===== config.mk =====
export PLATFORM = sky130hd
export DESIGN_NAME = adcsq_ctrl
export DESIGN_NICKNAME = d
export VERILOG_FILES = /design/src/rtl/adcsq_pkg.sv /design/src/rtl/adcsq_ctrl.sv
export SDC_FILE = /design/constraint.sdc
export NUM_CORES = 1
export LEC_CHECK = 0
export ABC_AREA = 1
export BUFFER_PORTS_ARGS = -buffer_cell sky130_fd_sc_hd__buf_2
export CELL_PAD_IN_SITES_DETAIL_PLACEMENT = 0
export CELL_PAD_IN_SITES_GLOBAL_PLACEMENT = 1
export CORE_MARGIN = 1.5
export CORE_UTILIZATION = 41
export CTS_CLUSTER_DIAMETER = 200
export DETAILED_ROUTE_END_ITERATION = 10
export PLACE_DENSITY_LB_ADDON = 0.1
export SLEW_MARGIN = 10
export SYNTH_ARGS = -nofsm -noshare
export SYNTH_HDL_FRONTEND = slang
export SYNTH_SLANG_ARGS = --single-unit

===== constraint.sdc =====
create_clock -name hclk -period 2.4 [get_ports hclk]
set_clock_uncertainty 0.15 [all_clocks]
set_input_delay 0.12 -clock hclk [delete_from_list [all_inputs] [get_ports hclk]]
set_output_delay 0.12 -clock hclk [all_outputs]
set_load 0.02 [all_outputs]

===== src/rtl/adcsq_pkg.sv =====
// constants, types and register map of the converter sequence control block
// Summary of operation
// - eight multiplexed channels, ten-bit successive approximation
// - external trigger: enable, polarity, edge or level
// - trigger input taken from channel seven pin
// - sequence length from four-bit field
// - reset: length four, fifo mode off
// - fifo off: results fill registers from first
// - fifo on: registers continue and wrap around
// - justification bit places result by resolution
// - sign bit selects signed or unsigned result
// - reset gives unsigned left justified results
// - channel code: single channel or first
// - multi mode scans length successive channels
// - resolution bit selects eight or ten
// - reset prescale six, further divided by two
// - external trigger disabled after reset
// - extra edges during sequence set overrun in edge-triggered mode only
// - overwriting result whose complete flag is still set sets overrun flag
// - self reset bit resets control registers, flags and sequencer, not the buffer mask
// - special channel bit selects internal sources
// - test bit shows conversion clock state
// - per pin digital input buffer enable
// - eight result registers hold results
package adcsq_pkg;

  localparam logic [7:0] ADCSQ_OFF_TRIG   = 8'h02;
  localparam logic [7:0] ADCSQ_OFF_SEQ    = 8'h03;
  localparam logic [7:0] ADCSQ_OFF_RES    = 8'h04;
  localparam logic [7:0] ADCSQ_OFF_CHAN   = 8'h05;
  localparam logic [7:0] ADCSQ_OFF_STAT   = 8'h06;
  localparam logic [7:0] ADCSQ_OFF_TESTH  = 8'h08;
  localparam logic [7:0] ADCSQ_OFF_TESTL  = 8'h09;
  localparam logic [7:0] ADCSQ_OFF_INBUF  = 8'h0D;
  localparam logic [7:0] ADCSQ_OFF_CCF    = 8'h0B;
  localparam logic [7:0] ADCSQ_OFF_RESULT = 8'h10;

  localparam logic [7:0] ADCSQ_RST_TRIG  = 8'h00;
  localparam logic [7:0] ADCSQ_RST_SEQ   = 8'h20;
  localparam logic [7:0] ADCSQ_RST_RES   = 8'h05;
  localparam logic [7:0] ADCSQ_RST_CHAN  = 8'h00;
  localparam logic [7:0] ADCSQ_RST_TESTH = 8'h80;
  localparam logic [7:0] ADCSQ_RST_TESTL = 8'h80;

  localparam int ADCSQ_NCHAN = 8;
  localparam int ADCSQ_NRES  = 8;

  typedef struct packed {
    logic       go;
    logic [2:0] chan;
    logic       special;
    logic       low_res;
  } adcsq_conv_req_t;

  typedef struct packed {
    logic       done;
    logic [9:0] value;
  } adcsq_conv_rsp_t;

  typedef enum logic [2:0] {
    ADCSQ_IDLE = 3'b001,
    ADCSQ_CONV = 3'b010,
    ADCSQ_WAIT = 3'b100
  } adcsq_state_t;

endpackage : adcsq_pkg


===== src/rtl/adcsq_ctrl.sv =====
// converter sequence control: ahb-lite registers, trigger, sequencer, results
//
// The AHB-Lite register port was left to the implementer.
`timescale 1ns/1ps
`default_nettype none
module adcsq_ctrl #(
  parameter int SEQ_W = 4
) (
  input  wire logic                       hclk,
  input  wire logic                       hresetn,
  input  wire logic                       hsel,
  input  wire logic [11:0]                haddr,
  input  wire logic [1:0]                 htrans,
  input  wire logic                       hwrite,
  input  wire logic [2:0]                 hsize,
  input  wire logic [31:0]                hwdata,
  input  wire logic                       hready,
  output logic      [31:0]                hrdata,
  output logic                            hreadyout,
  output logic                            hresp,
  input  wire logic                       channel_seven_input,
  output adcsq_pkg::adcsq_conv_req_t      conv_req,
  input  wire adcsq_pkg::adcsq_conv_rsp_t conv_rsp,
  output logic                            conv_clock,
  output logic      [7:0]                 input_buffer_mask
);
  import adcsq_pkg::*;

  // ----------------------------------------------------------------
  // bus decode
  // ----------------------------------------------------------------
  logic        wr_pend;
  logic [7:0]  wr_idx;
  wire         addr_ok   = hsel && hready && htrans[1];
  wire  [7:0]  addr_idx  = haddr[9:2];
  wire         do_write  = wr_pend;
  wire  [7:0]  wd        = hwdata[7:0];
  wire         rd_phase  = addr_ok && !hwrite;

  always_ff @(posedge hclk or negedge hresetn) begin
    if (!hresetn) begin
      wr_pend <= 1'b0;
      wr_idx  <= 8'h00;
    end else begin
      wr_pend <= addr_ok && hwrite;
      wr_idx  <= addr_idx;
    end
  end

  // zero wait states: a write lands at the end of its data phase
  assign hreadyout = 1'b1;
  assign hresp     = 1'b0;

  // ----------------------------------------------------------------
  // control registers
  // ----------------------------------------------------------------
  logic [7:0] trig_reg, seq_reg, res_reg, chan_reg, testl_reg;
  logic       self_reset;
  wire  w_trig  = do_write && wr_idx == ADCSQ_OFF_TRIG;
  wire  w_seq   = do_write && wr_idx == ADCSQ_OFF_SEQ;
  wire  w_res   = do_write && wr_idx == ADCSQ_OFF_RES;
  wire  w_chan  = do_write && wr_idx == ADCSQ_OFF_CHAN;
  wire  w_stat  = do_write && wr_idx == ADCSQ_OFF_STAT;
  wire  w_testl = do_write && wr_idx == ADCSQ_OFF_TESTL;
  wire  w_inbuf = do_write && wr_idx == ADCSQ_OFF_INBUF;
  wire  w_ccf   = do_write && wr_idx == ADCSQ_OFF_CCF;

  wire       ext_trigger_enable     = trig_reg[2];
  wire       ext_trigger_polarity   = trig_reg[3];
  wire       ext_trigger_level_edge = trig_reg[4];
  wire [3:0] seq_len_field          = seq_reg[6:3];
  wire       fifo_mode              = seq_reg[2];
  wire       low_resolution_select  = res_reg[7];
  wire [4:0] prescale_field         = res_reg[4:0];
  wire       justify_mode           = chan_reg[7];
  wire       result_sign_mode       = chan_reg[6];
  wire       multi_channel_mode     = chan_reg[4];
  wire [2:0] chan_sel               = chan_reg[2:0];
  wire       special_channel_mode   = testl_reg[0];
  // zero length stands for a full sequence of eight
  wire [3:0] seq_len = (seq_len_field == 4'h0) ? 4'h8 : seq_len_field;

  // self reset clears control registers, flags and sequencer (not the buffer mask, results or clock divider) on the cycle after the write
  always_ff @(posedge hclk or negedge hresetn) begin
    if (!hresetn) begin
      self_reset <= 1'b0;
    end else begin
      self_reset <= w_testl && wd[2];
    end
  end

  always_ff @(posedge hclk or negedge hresetn) begin
    if (!hresetn) begin
      trig_reg          <= ADCSQ_RST_TRIG;
      seq_reg           <= ADCSQ_RST_SEQ;
      res_reg           <= ADCSQ_RST_RES;
      chan_reg          <= ADCSQ_RST_CHAN;
      testl_reg         <= ADCSQ_RST_TESTL;
      input_buffer_mask <= 8'h00;
    end else if (self_reset) begin
      trig_reg  <= ADCSQ_RST_TRIG;
      seq_reg   <= ADCSQ_RST_SEQ;
      res_reg   <= ADCSQ_RST_RES;
      chan_reg  <= ADCSQ_RST_CHAN;
      testl_reg <= ADCSQ_RST_TESTL;
    end else begin
      if (w_trig)  trig_reg  <= {wd[7:2], 2'b00};
      if (w_seq)   seq_reg   <= {1'b0, wd[6:0]};
      if (w_res)   res_reg   <= wd;
      if (w_chan)  chan_reg  <= {wd[7:4], 1'b0, wd[2:0]};
      if (w_testl) testl_reg <= {testl_reg[7:6], 5'b0, wd[0]};
      if (w_inbuf) input_buffer_mask <= wd;
    end
  end

  // ----------------------------------------------------------------
  // conversion clock: prescale then divide by two
  // ----------------------------------------------------------------
  logic [4:0] pre_cnt;
  always_ff @(posedge hclk or negedge hresetn) begin
    if (!hresetn) begin
      pre_cnt    <= 5'h00;
      conv_clock <= 1'b0;
    end else if (pre_cnt >= prescale_field) begin
      pre_cnt    <= 5'h00;
      conv_clock <= ~conv_clock;
    end else begin
      pre_cnt <= pre_cnt + 5'd1;
    end
  end

  // ----------------------------------------------------------------
  // external trigger from the channel seven pin
  // ----------------------------------------------------------------
  logic trig_s1, trig_s2, trig_s3;
  always_ff @(posedge hclk or negedge hresetn) begin
    if (!hresetn) begin
      trig_s1 <= 1'b0;
      trig_s2 <= 1'b0;
      trig_s3 <= 1'b0;
    end else begin
      trig_s1 <= channel_seven_input;
      trig_s2 <= trig_s1;
      trig_s3 <= trig_s2;
    end
  end
  wire trig_lvl  = trig_s2 ^ ~ext_trigger_polarity;
  wire trig_prev = trig_s3 ^ ~ext_trigger_polarity;
  wire trig_edge = trig_lvl && !trig_prev;
  wire trig_fire = ext_trigger_enable &&
                   (ext_trigger_level_edge ? trig_lvl : trig_edge);

  // ----------------------------------------------------------------
  // sequencer
  // ----------------------------------------------------------------
  adcsq_state_t state;
  logic [3:0]   conv_done_cnt;
  logic [2:0]   cur_chan;
  logic [2:0]   next_slot;
  logic [7:0]   ccf;
  logic         seq_complete_flag, trigger_overrun_flag, result_overrun_flag;
  logic [15:0]  result_mem [ADCSQ_NRES];

  wire sw_start  = w_chan && !ext_trigger_enable;
  wire start     = (state == ADCSQ_IDLE) && (sw_start || trig_fire);
  wire busy      = state != ADCSQ_IDLE;
  wire conv_done = (state == ADCSQ_CONV) && conv_rsp.done;
  wire last_conv = conv_done && (conv_done_cnt + 4'd1 == seq_len);
  // a software start takes the channel code written in that same cycle
  wire [2:0] start_chan = w_chan ? wd[2:0] : chan_sel;

  // ----------------------------------------------------------------
  // result formatting
  // ----------------------------------------------------------------
  wire [9:0]  raw10 = low_resolution_select ? {2'b00, conv_rsp.value[9:2]}
                                            : conv_rsp.value;
  wire [9:0]  sgn10 = low_resolution_select ? {2'b00, ~raw10[7], raw10[6:0]}
                                            : {~raw10[9], raw10[8:0]};
  wire [9:0]  fmt10 = result_sign_mode ? sgn10 : raw10;
  wire [15:0] right_j = low_resolution_select ?
                 {{8{result_sign_mode & fmt10[7]}}, fmt10[7:0]} :
                 {{6{result_sign_mode & fmt10[9]}}, fmt10};
  wire [15:0] left_j  = low_resolution_select ? {fmt10[7:0], 8'h00}
                                              : {fmt10, 6'b00_0000};
  wire [15:0] result_word = justify_mode ? right_j : left_j;

  always_ff @(posedge hclk or negedge hresetn) begin
    if (!hresetn) begin
      state         <= ADCSQ_IDLE;
      conv_done_cnt <= 4'h0;
      cur_chan      <= 3'h0;
      next_slot     <= 3'h0;
    end else if (self_reset) begin
      state     <= ADCSQ_IDLE;
      next_slot <= 3'h0;
    end else begin
      unique case (state)
        ADCSQ_IDLE: begin
          if (start) begin
            state         <= ADCSQ_CONV;
            conv_done_cnt <= 4'h0;
            cur_chan      <= start_chan;
            if (!fifo_mode) next_slot <= 3'h0;
          end
        end
        ADCSQ_CONV: begin
          if (conv_done) begin
            next_slot     <= next_slot + 3'd1;
            conv_done_cnt <= conv_done_cnt + 4'd1;
            if (multi_channel_mode) cur_chan <= cur_chan + 3'd1;
            state <= last_conv ? ADCSQ_IDLE : ADCSQ_WAIT;
          end
        end
        ADCSQ_WAIT: state <= ADCSQ_CONV;
        default:    state <= ADCSQ_IDLE;
      endcase
    end
  end

  assign conv_req.go      = state == ADCSQ_CONV;
  assign conv_req.chan    = cur_chan;
  assign conv_req.special = special_channel_mode;
  assign conv_req.low_res = low_resolution_select;

  // ----------------------------------------------------------------
  // results and flags; a hardware set wins over a software clear
  // ----------------------------------------------------------------
  wire [7:0] slot_hit = conv_done ? (8'h01 << next_slot) : 8'h00;

  // no reset on result storage: a slot reads unknown until first written
  always_ff @(posedge hclk) begin
    for (int i = 0; i < ADCSQ_NRES; i++) begin
      if (slot_hit[i]) result_mem[i] <= result_word;
    end
  end

  always_ff @(posedge hclk or negedge hresetn) begin
    if (!hresetn) begin
      ccf                  <= 8'h00;
      seq_complete_flag    <= 1'b0;
      trigger_overrun_flag <= 1'b0;
      result_overrun_flag  <= 1'b0;
    end else if (self_reset) begin
      ccf                  <= 8'h00;
      seq_complete_flag    <= 1'b0;
      trigger_overrun_flag <= 1'b0;
      result_overrun_flag  <= 1'b0;
    end else begin
      ccf <= (ccf & ~(w_ccf ? wd : 8'h00)) | slot_hit;
      seq_complete_flag <= last_conv ||
                           (seq_complete_flag && !(w_stat && wd[7]));
      trigger_overrun_flag <= (busy && ext_trigger_enable && !ext_trigger_level_edge
                               && trig_edge) ||
                              (trigger_overrun_flag && !(w_stat && wd[5]));
      result_overrun_flag <= (|(slot_hit & ccf)) ||
                             (result_overrun_flag && !(w_stat && wd[4]));
    end
  end

  // ----------------------------------------------------------------
  // read mux
  // ----------------------------------------------------------------
  wire [7:0] stat_rd = {seq_complete_flag, 1'b0, trigger_overrun_flag,
                        result_overrun_flag, 1'b0, next_slot};
  wire [7:0] testl_rd = {testl_reg[7:6], 3'b000, 1'b0,
                         conv_clock, special_channel_mode};
  wire       is_res   = addr_idx[7:3] == ADCSQ_OFF_RESULT[7:3];
  logic [31:0] next_rdata;
  always_comb begin
    next_rdata = 32'h0000_0000;
    if (is_res) begin
      next_rdata = {16'h0000, result_mem[addr_idx[2:0]]};
    end else begin
      unique case (addr_idx)
        ADCSQ_OFF_TRIG:  next_rdata[7:0] = trig_reg;
        ADCSQ_OFF_SEQ:   next_rdata[7:0] = seq_reg;
        ADCSQ_OFF_RES:   next_rdata[7:0] = res_reg;
        ADCSQ_OFF_CHAN:  next_rdata[7:0] = chan_reg;
        ADCSQ_OFF_STAT:  next_rdata[7:0] = stat_rd;
        ADCSQ_OFF_TESTH: next_rdata[7:0] = ADCSQ_RST_TESTH;
        ADCSQ_OFF_TESTL: next_rdata[7:0] = testl_rd;
        ADCSQ_OFF_CCF:   next_rdata[7:0] = ccf;
        ADCSQ_OFF_INBUF: next_rdata[7:0] = input_buffer_mask;
        default:         next_rdata = 32'h0000_0000;
      endcase
    end
  end

  always_ff @(posedge hclk or negedge hresetn) begin
    if (!hresetn) begin
      hrdata <= 32'h0000_0000;
    end else if (rd_phase) begin
      hrdata <= next_rdata;
    end
  end

  // ----------------------------------------------------------------
  // checks
  // ----------------------------------------------------------------
  seq_done_a: assert property (@(posedge hclk) disable iff (!hresetn)
    last_conv && !self_reset |=> seq_complete_flag && state == ADCSQ_IDLE)
    else $error("sequence complete flag not set after last result");
  res_ovr_a: assert property (@(posedge hclk) disable iff (!hresetn)
    conv_done && ccf[next_slot] && !self_reset |=> result_overrun_flag)
    else $error("result overrun not flagged");
  trig_ovr_a: assert property (@(posedge hclk) disable iff (!hresetn)
    busy && ext_trigger_enable && !ext_trigger_level_edge && trig_edge && !self_reset
    |=> trigger_overrun_flag)
    else $error("trigger overrun not flagged");
  slot_wrap_a: assert property (@(posedge hclk) disable iff (!hresetn)
    conv_done && next_slot == 3'd7 && !self_reset |=> next_slot == 3'd0)
    else $error("result slot did not wrap");
  fixed_start_a: assert property (@(posedge hclk) disable iff (!hresetn)
    start && !fifo_mode && !self_reset |=> next_slot == 3'd0)
    else $error("fixed mode sequence not started at first slot");
  multi_step_a: assert property (@(posedge hclk) disable iff (!hresetn)
    conv_done && multi_channel_mode && !self_reset |=> cur_chan == $past(cur_chan) + 3'd1)
    else $error("multi channel scan did not advance");
  first_chan_a: assert property (@(posedge hclk) disable iff (!hresetn)
    start && !self_reset |=> conv_req.chan == chan_sel && conv_req.go)
    else $error("sequence did not start at selected channel");
  self_rst_a: assert property (@(posedge hclk) disable iff (!hresetn)
    w_testl && wd[2] |=> ##1 state == ADCSQ_IDLE && seq_reg == ADCSQ_RST_SEQ)
    else $error("self reset did not restore state");
  trig_off_a: assert property (@(posedge hclk) disable iff (!hresetn)
    state == ADCSQ_IDLE && !ext_trigger_enable && !w_chan |=> state == ADCSQ_IDLE)
    else $error("sequence started without a trigger");
  done_flag_a: assert property (@(posedge hclk) disable iff (!hresetn)
    conv_done && !self_reset |=> ccf[$past(next_slot)])
    else $error("conversion complete flag not set for written slot");
  result_store_a: assert property (@(posedge hclk) disable iff (!hresetn)
    conv_done && !self_reset |=> result_mem[$past(next_slot)] == $past(result_word))
    else $error("result not stored in the addressed slot");
  level_fire_a: assert property (@(posedge hclk) disable iff (!hresetn)
    state == ADCSQ_IDLE && ext_trigger_enable && ext_trigger_level_edge && trig_lvl
    && !self_reset |=> conv_req.go)
    else $error("active trigger level did not start a sequence");
  single_chan_a: assert property (@(posedge hclk) disable iff (!hresetn)
    conv_done && !multi_channel_mode && !self_reset |=> $stable(cur_chan))
    else $error("single channel mode changed the channel");
  seq_count_a: assert property (@(posedge hclk) disable iff (!hresetn)
    last_conv && !self_reset |=> conv_done_cnt == $past(seq_len))
    else $error("sequence ended after the wrong number of results");
  stat_clear_a: assert property (@(posedge hclk) disable iff (!hresetn)
    w_stat && wd[7] && !last_conv && !self_reset |=> !seq_complete_flag)
    else $error("sequence complete flag not cleared by software");

endmodule : adcsq_ctrl
`default_nettype wire


==> metrics.md <==
| Metric | Value |
|---|---|
| Status | `finished clean` |
| Final Cycle Share | `0.843` |
| CP max stage delay | `0.74 ns` |
| Final wirelength | `29.1 mm` |
| Routed len/inst | `19.6 µm` |
| Die area | `25800 µm²` |
| H-tree levels | `1` |
| Total track usage | `0.229` |
| Fin area | `12300 µm²` |
| Worst slew margin | `0.257` |
| Syn Area/Cell | `10.1 µm²` |
| Worst skew pair latency | `0.54 ns` |
| Clock sink count | `225` |
| Synthesized instance count | `1014` |
| Max clock buf depth | `3` |
| Fin crit period | `2.02 ns` |
| Async S/R FF share, synth | `0.431` |
| Fin Setup TNS | `0 ns` |
| Num rows | `57` |
| Crit start category | `register` |
| Placed Cells | `1405` |
| Final Hold Fails | `0` |
| Worst-path maximum fanout | `11` |
| Grt ovf | `0` |
| Worst endpoint required time | `2.59 ns` |
| Postcts setup bufs | `0` |
| Fill cell total of the finished layout | `2278` |
| CP max stage cell | `dlygate4sd3_1` |
| Vias per cell | `5.16` |
| IO Pins | `115` |
| Antenna cells | `0` |
| CTS tree | `built` |
| Area contributors post-synth | `edfxtp_1 (38%), dfrtp_1 (23%), nand2_1 (7.1%)` |
| # setup viols final | `0` |
| Antenna viol nets, final | `0` |
| Number of global-route vias before repair | `7399` |
| Die Y | `161 µm` |
| Pwr per Cell Area | `818 nW/µm²` |
| NumNets Final | `1221` |
| TritonCTS buffer count | `26` |
| Design Power | `10.1 mW` |
| Hpwl dp | `19.6 mm` |
| XOR/XNOR Fraction of Synth Area | `0.0120` |
| Simple-gate share of the synthesized area | `0.201` |
| Placed Instance Area | `11100 µm²` |
| First-pass GRT wire length | `44.6 mm` |
| CORE AREA | `24400 µm²` |
| Top post-synthesis cells by count | `nand2_1 (194), edfxtp_1 (128), nand3_1 (108)` |
| Fin cells | `1485` |
| Synth Warn # | `0` |
| Post-synthesis adder-cell area fraction | `0.0172` |
| Largest family of logic cells by synthesized area | `simple AND/OR/NAND/NOR gates` |
| CTS Root Buffer Type | `clkbuf_16` |
| Port buffer count | `64` |
| Number of flip-flops in the largest register | `128` |
| Compound-cell area share of the yosys netlist | `0.0854` |
| Clock transition at path regs | `0.06 ns` |
| Most frequent cell after synthesis | `nand2_1` |
| Number of synthesized flops with an enable pin | `128` |
| Die width | `161 µm` |
| Kind of end point of the critical path | `register` |
| Largest net degree at the start of global routing | `33` |
| Most flops, register | `result_mem` |
| Reg2reg setup slack | `0.38 ns` |
| Worst slew pin tran | `1.10 ns` |
| Buf+Inv Stages, Crit Path | `2` |
| Vias | `7669` |
| Count of cell types in the netlist | `36` |
| Max frequency | `494 MHz` |
| Synth Register Bits | `225` |
| DRC viols | `0` |
| Post-layout util | `0.506` |
| Mux cell area share after synthesis | `0` |
| Largest area contributor in the netlist | `edfxtp_1` |
| Top cell type's share of synthesized area | `0.377` |
| Critical path type | `register to register` |
| Top_reg_cell synth | `edfxtp_1` |
| Cell breakdown of the critical path | `inv_1, nand2_1, a21oi_1, dlygate4sd3_1` |
| Area growth syn-to-layout | `20.9%` |
| Hold Crit Class | `input pin to register` |
| Worst VDD drop | `0.000421 V` |
| Unrepaired setup endpoints after global routing | `false` |
| Regs by FF count | `result_mem: 128 flops, hrdata: 16 flops` |
| Initial Util | `0.418` |
| Mapped Area | `10200 µm²` |
| Iter 0 DRT Violations | `710` |
| Max-Cap Viols | `0` |
| GPL Wtd Cong | `0.803` |
| Cell family with most CP delay | `buffers and inverters` |
| Pre-antenna DRT Iters | `5` |
| Share of layout cells above drive strength 1 | `0.158` |
| Fin. max-slew vios | `0` |
| Static leakage | `5.40 nW` |
| Critical Path AT | `2.22 ns` |
| Initial antenna violation count | `0` |
| Sequential share of the synthesized area | `0.615` |
routing by layer:
| layer | share of wire | wire (µm) | global-route usage | vias up |
|---|---|---|---|---|
| met2 | 0.44 | 12900 | 0.355 | 252 |
| met5 | 0 | 0 | 0 | - |
| li1 | - | - | - | 3686 |
| met3 | 0.060 | 1750 | 0.0325 | 36 |
| met4 | 0.016 | 472 | 0.0492 | 0 |
| met1 | 0.48 | 13900 | 0.343 | 3695 |
placed cells by master, fill, tap and decap left out, types with 7 or more instances in the layout:
master | synthesis | final
nand2_1 | 194 | 194
edfxtp_1 | 128 | 128
nand3_1 | 108 | 108
inv_1 | 99 | 99
dfrtp_1 | 92 | 92
nor2_1 | 84 | 84
buf_2 | 15 | 63
o21ai_0 | 56 | 56
a21oi_1 | 41 | 41
a22oi_1 | 31 | 31
dlygate4sd3_1 | 0 | 31
nand4_1 | 29 | 29
buf_4 | 23 | 29
clkbuf_16 | 0 | 26
o21ai_1 | 21 | 21
conb_1 | 2 | 18
ha_1 | 14 | 14
buf_12 | 0 | 11
xor2_1 | 9 | 9
clkinv_2 | 0 | 9
inv_2 | 7 | 7
nor2_4 | 7 | 7
stage by stage:
stage	setup WS (ns)	hold WS, ns
after floorplan	-0.290	-0.326
after global placement	0.417	-0.0335
after detailed placement	0.386	-0.0349
after CTS	0.387	0.00383
after global routing	0.181	0.0508
final	0.377	0.0146
logic make-up after synthesis:
group,after synthesis
DFF,225
buffers and inverters,157
and+or+nand+nor,448
xor gates and xnor gates,14
AOI/OAI and AO/OA,154
other,2
adders and majority gates,14
final timing paths:
path / from / to / cells past startpoint
worst max-delay path: res_reg[7] / result_mem[1][1] / 4
worst min-delay path: conv_rsp[3] / result_mem[1][9] / 3
worst max register to register: res_reg[7] / result_mem[1][1] / 4
worst min register to register: trig_s1 / trig_s2 / 0
max in group asynchronous: hresetn / seq_reg[5] / 3
min in group asynchronous: hresetn / res_reg[0] / 2
power breakdown:
| group | switching, mW | total [mW] | leakage, nW | internal [mW] |
|---|---|---|---|---|
| clock | 1.59 | 4.00 | 0.438 | 2.41 |
| combinational | 0.983 | 1.51 | 2.62 | 0.528 |
| sequential | 0.200 | 4.58 | 2.35 | 4.38 |
cell type report:
class	count	area [µm²]	share of cell area
Timing Repair Buffer	134	1060	0.0862
Inverter	106	398	0.0323
Clock buffer	34	711	0.0576
Sequential cell	225	6280	0.509
Clock inverter	14	169	0.0137
Tap cell	324	405	0.0329
Multi-Input combinational cell	648	3310	0.268
timing repair:
item	4_1_cts	5_1_grt
endpoints found under the hold margin	235	0
gates resized for setup	0	0
hold buffers	32	0
worst min-delay path: cells and delay by family:
| family | cells | cell delay [ns] |
|---|---|---|
| simple gates | 1 | 0.05 |
| compound gates | 1 | 0.24 |
| buf+inv | 1 | 0.11 |
(Power assumes the default switching activity.)
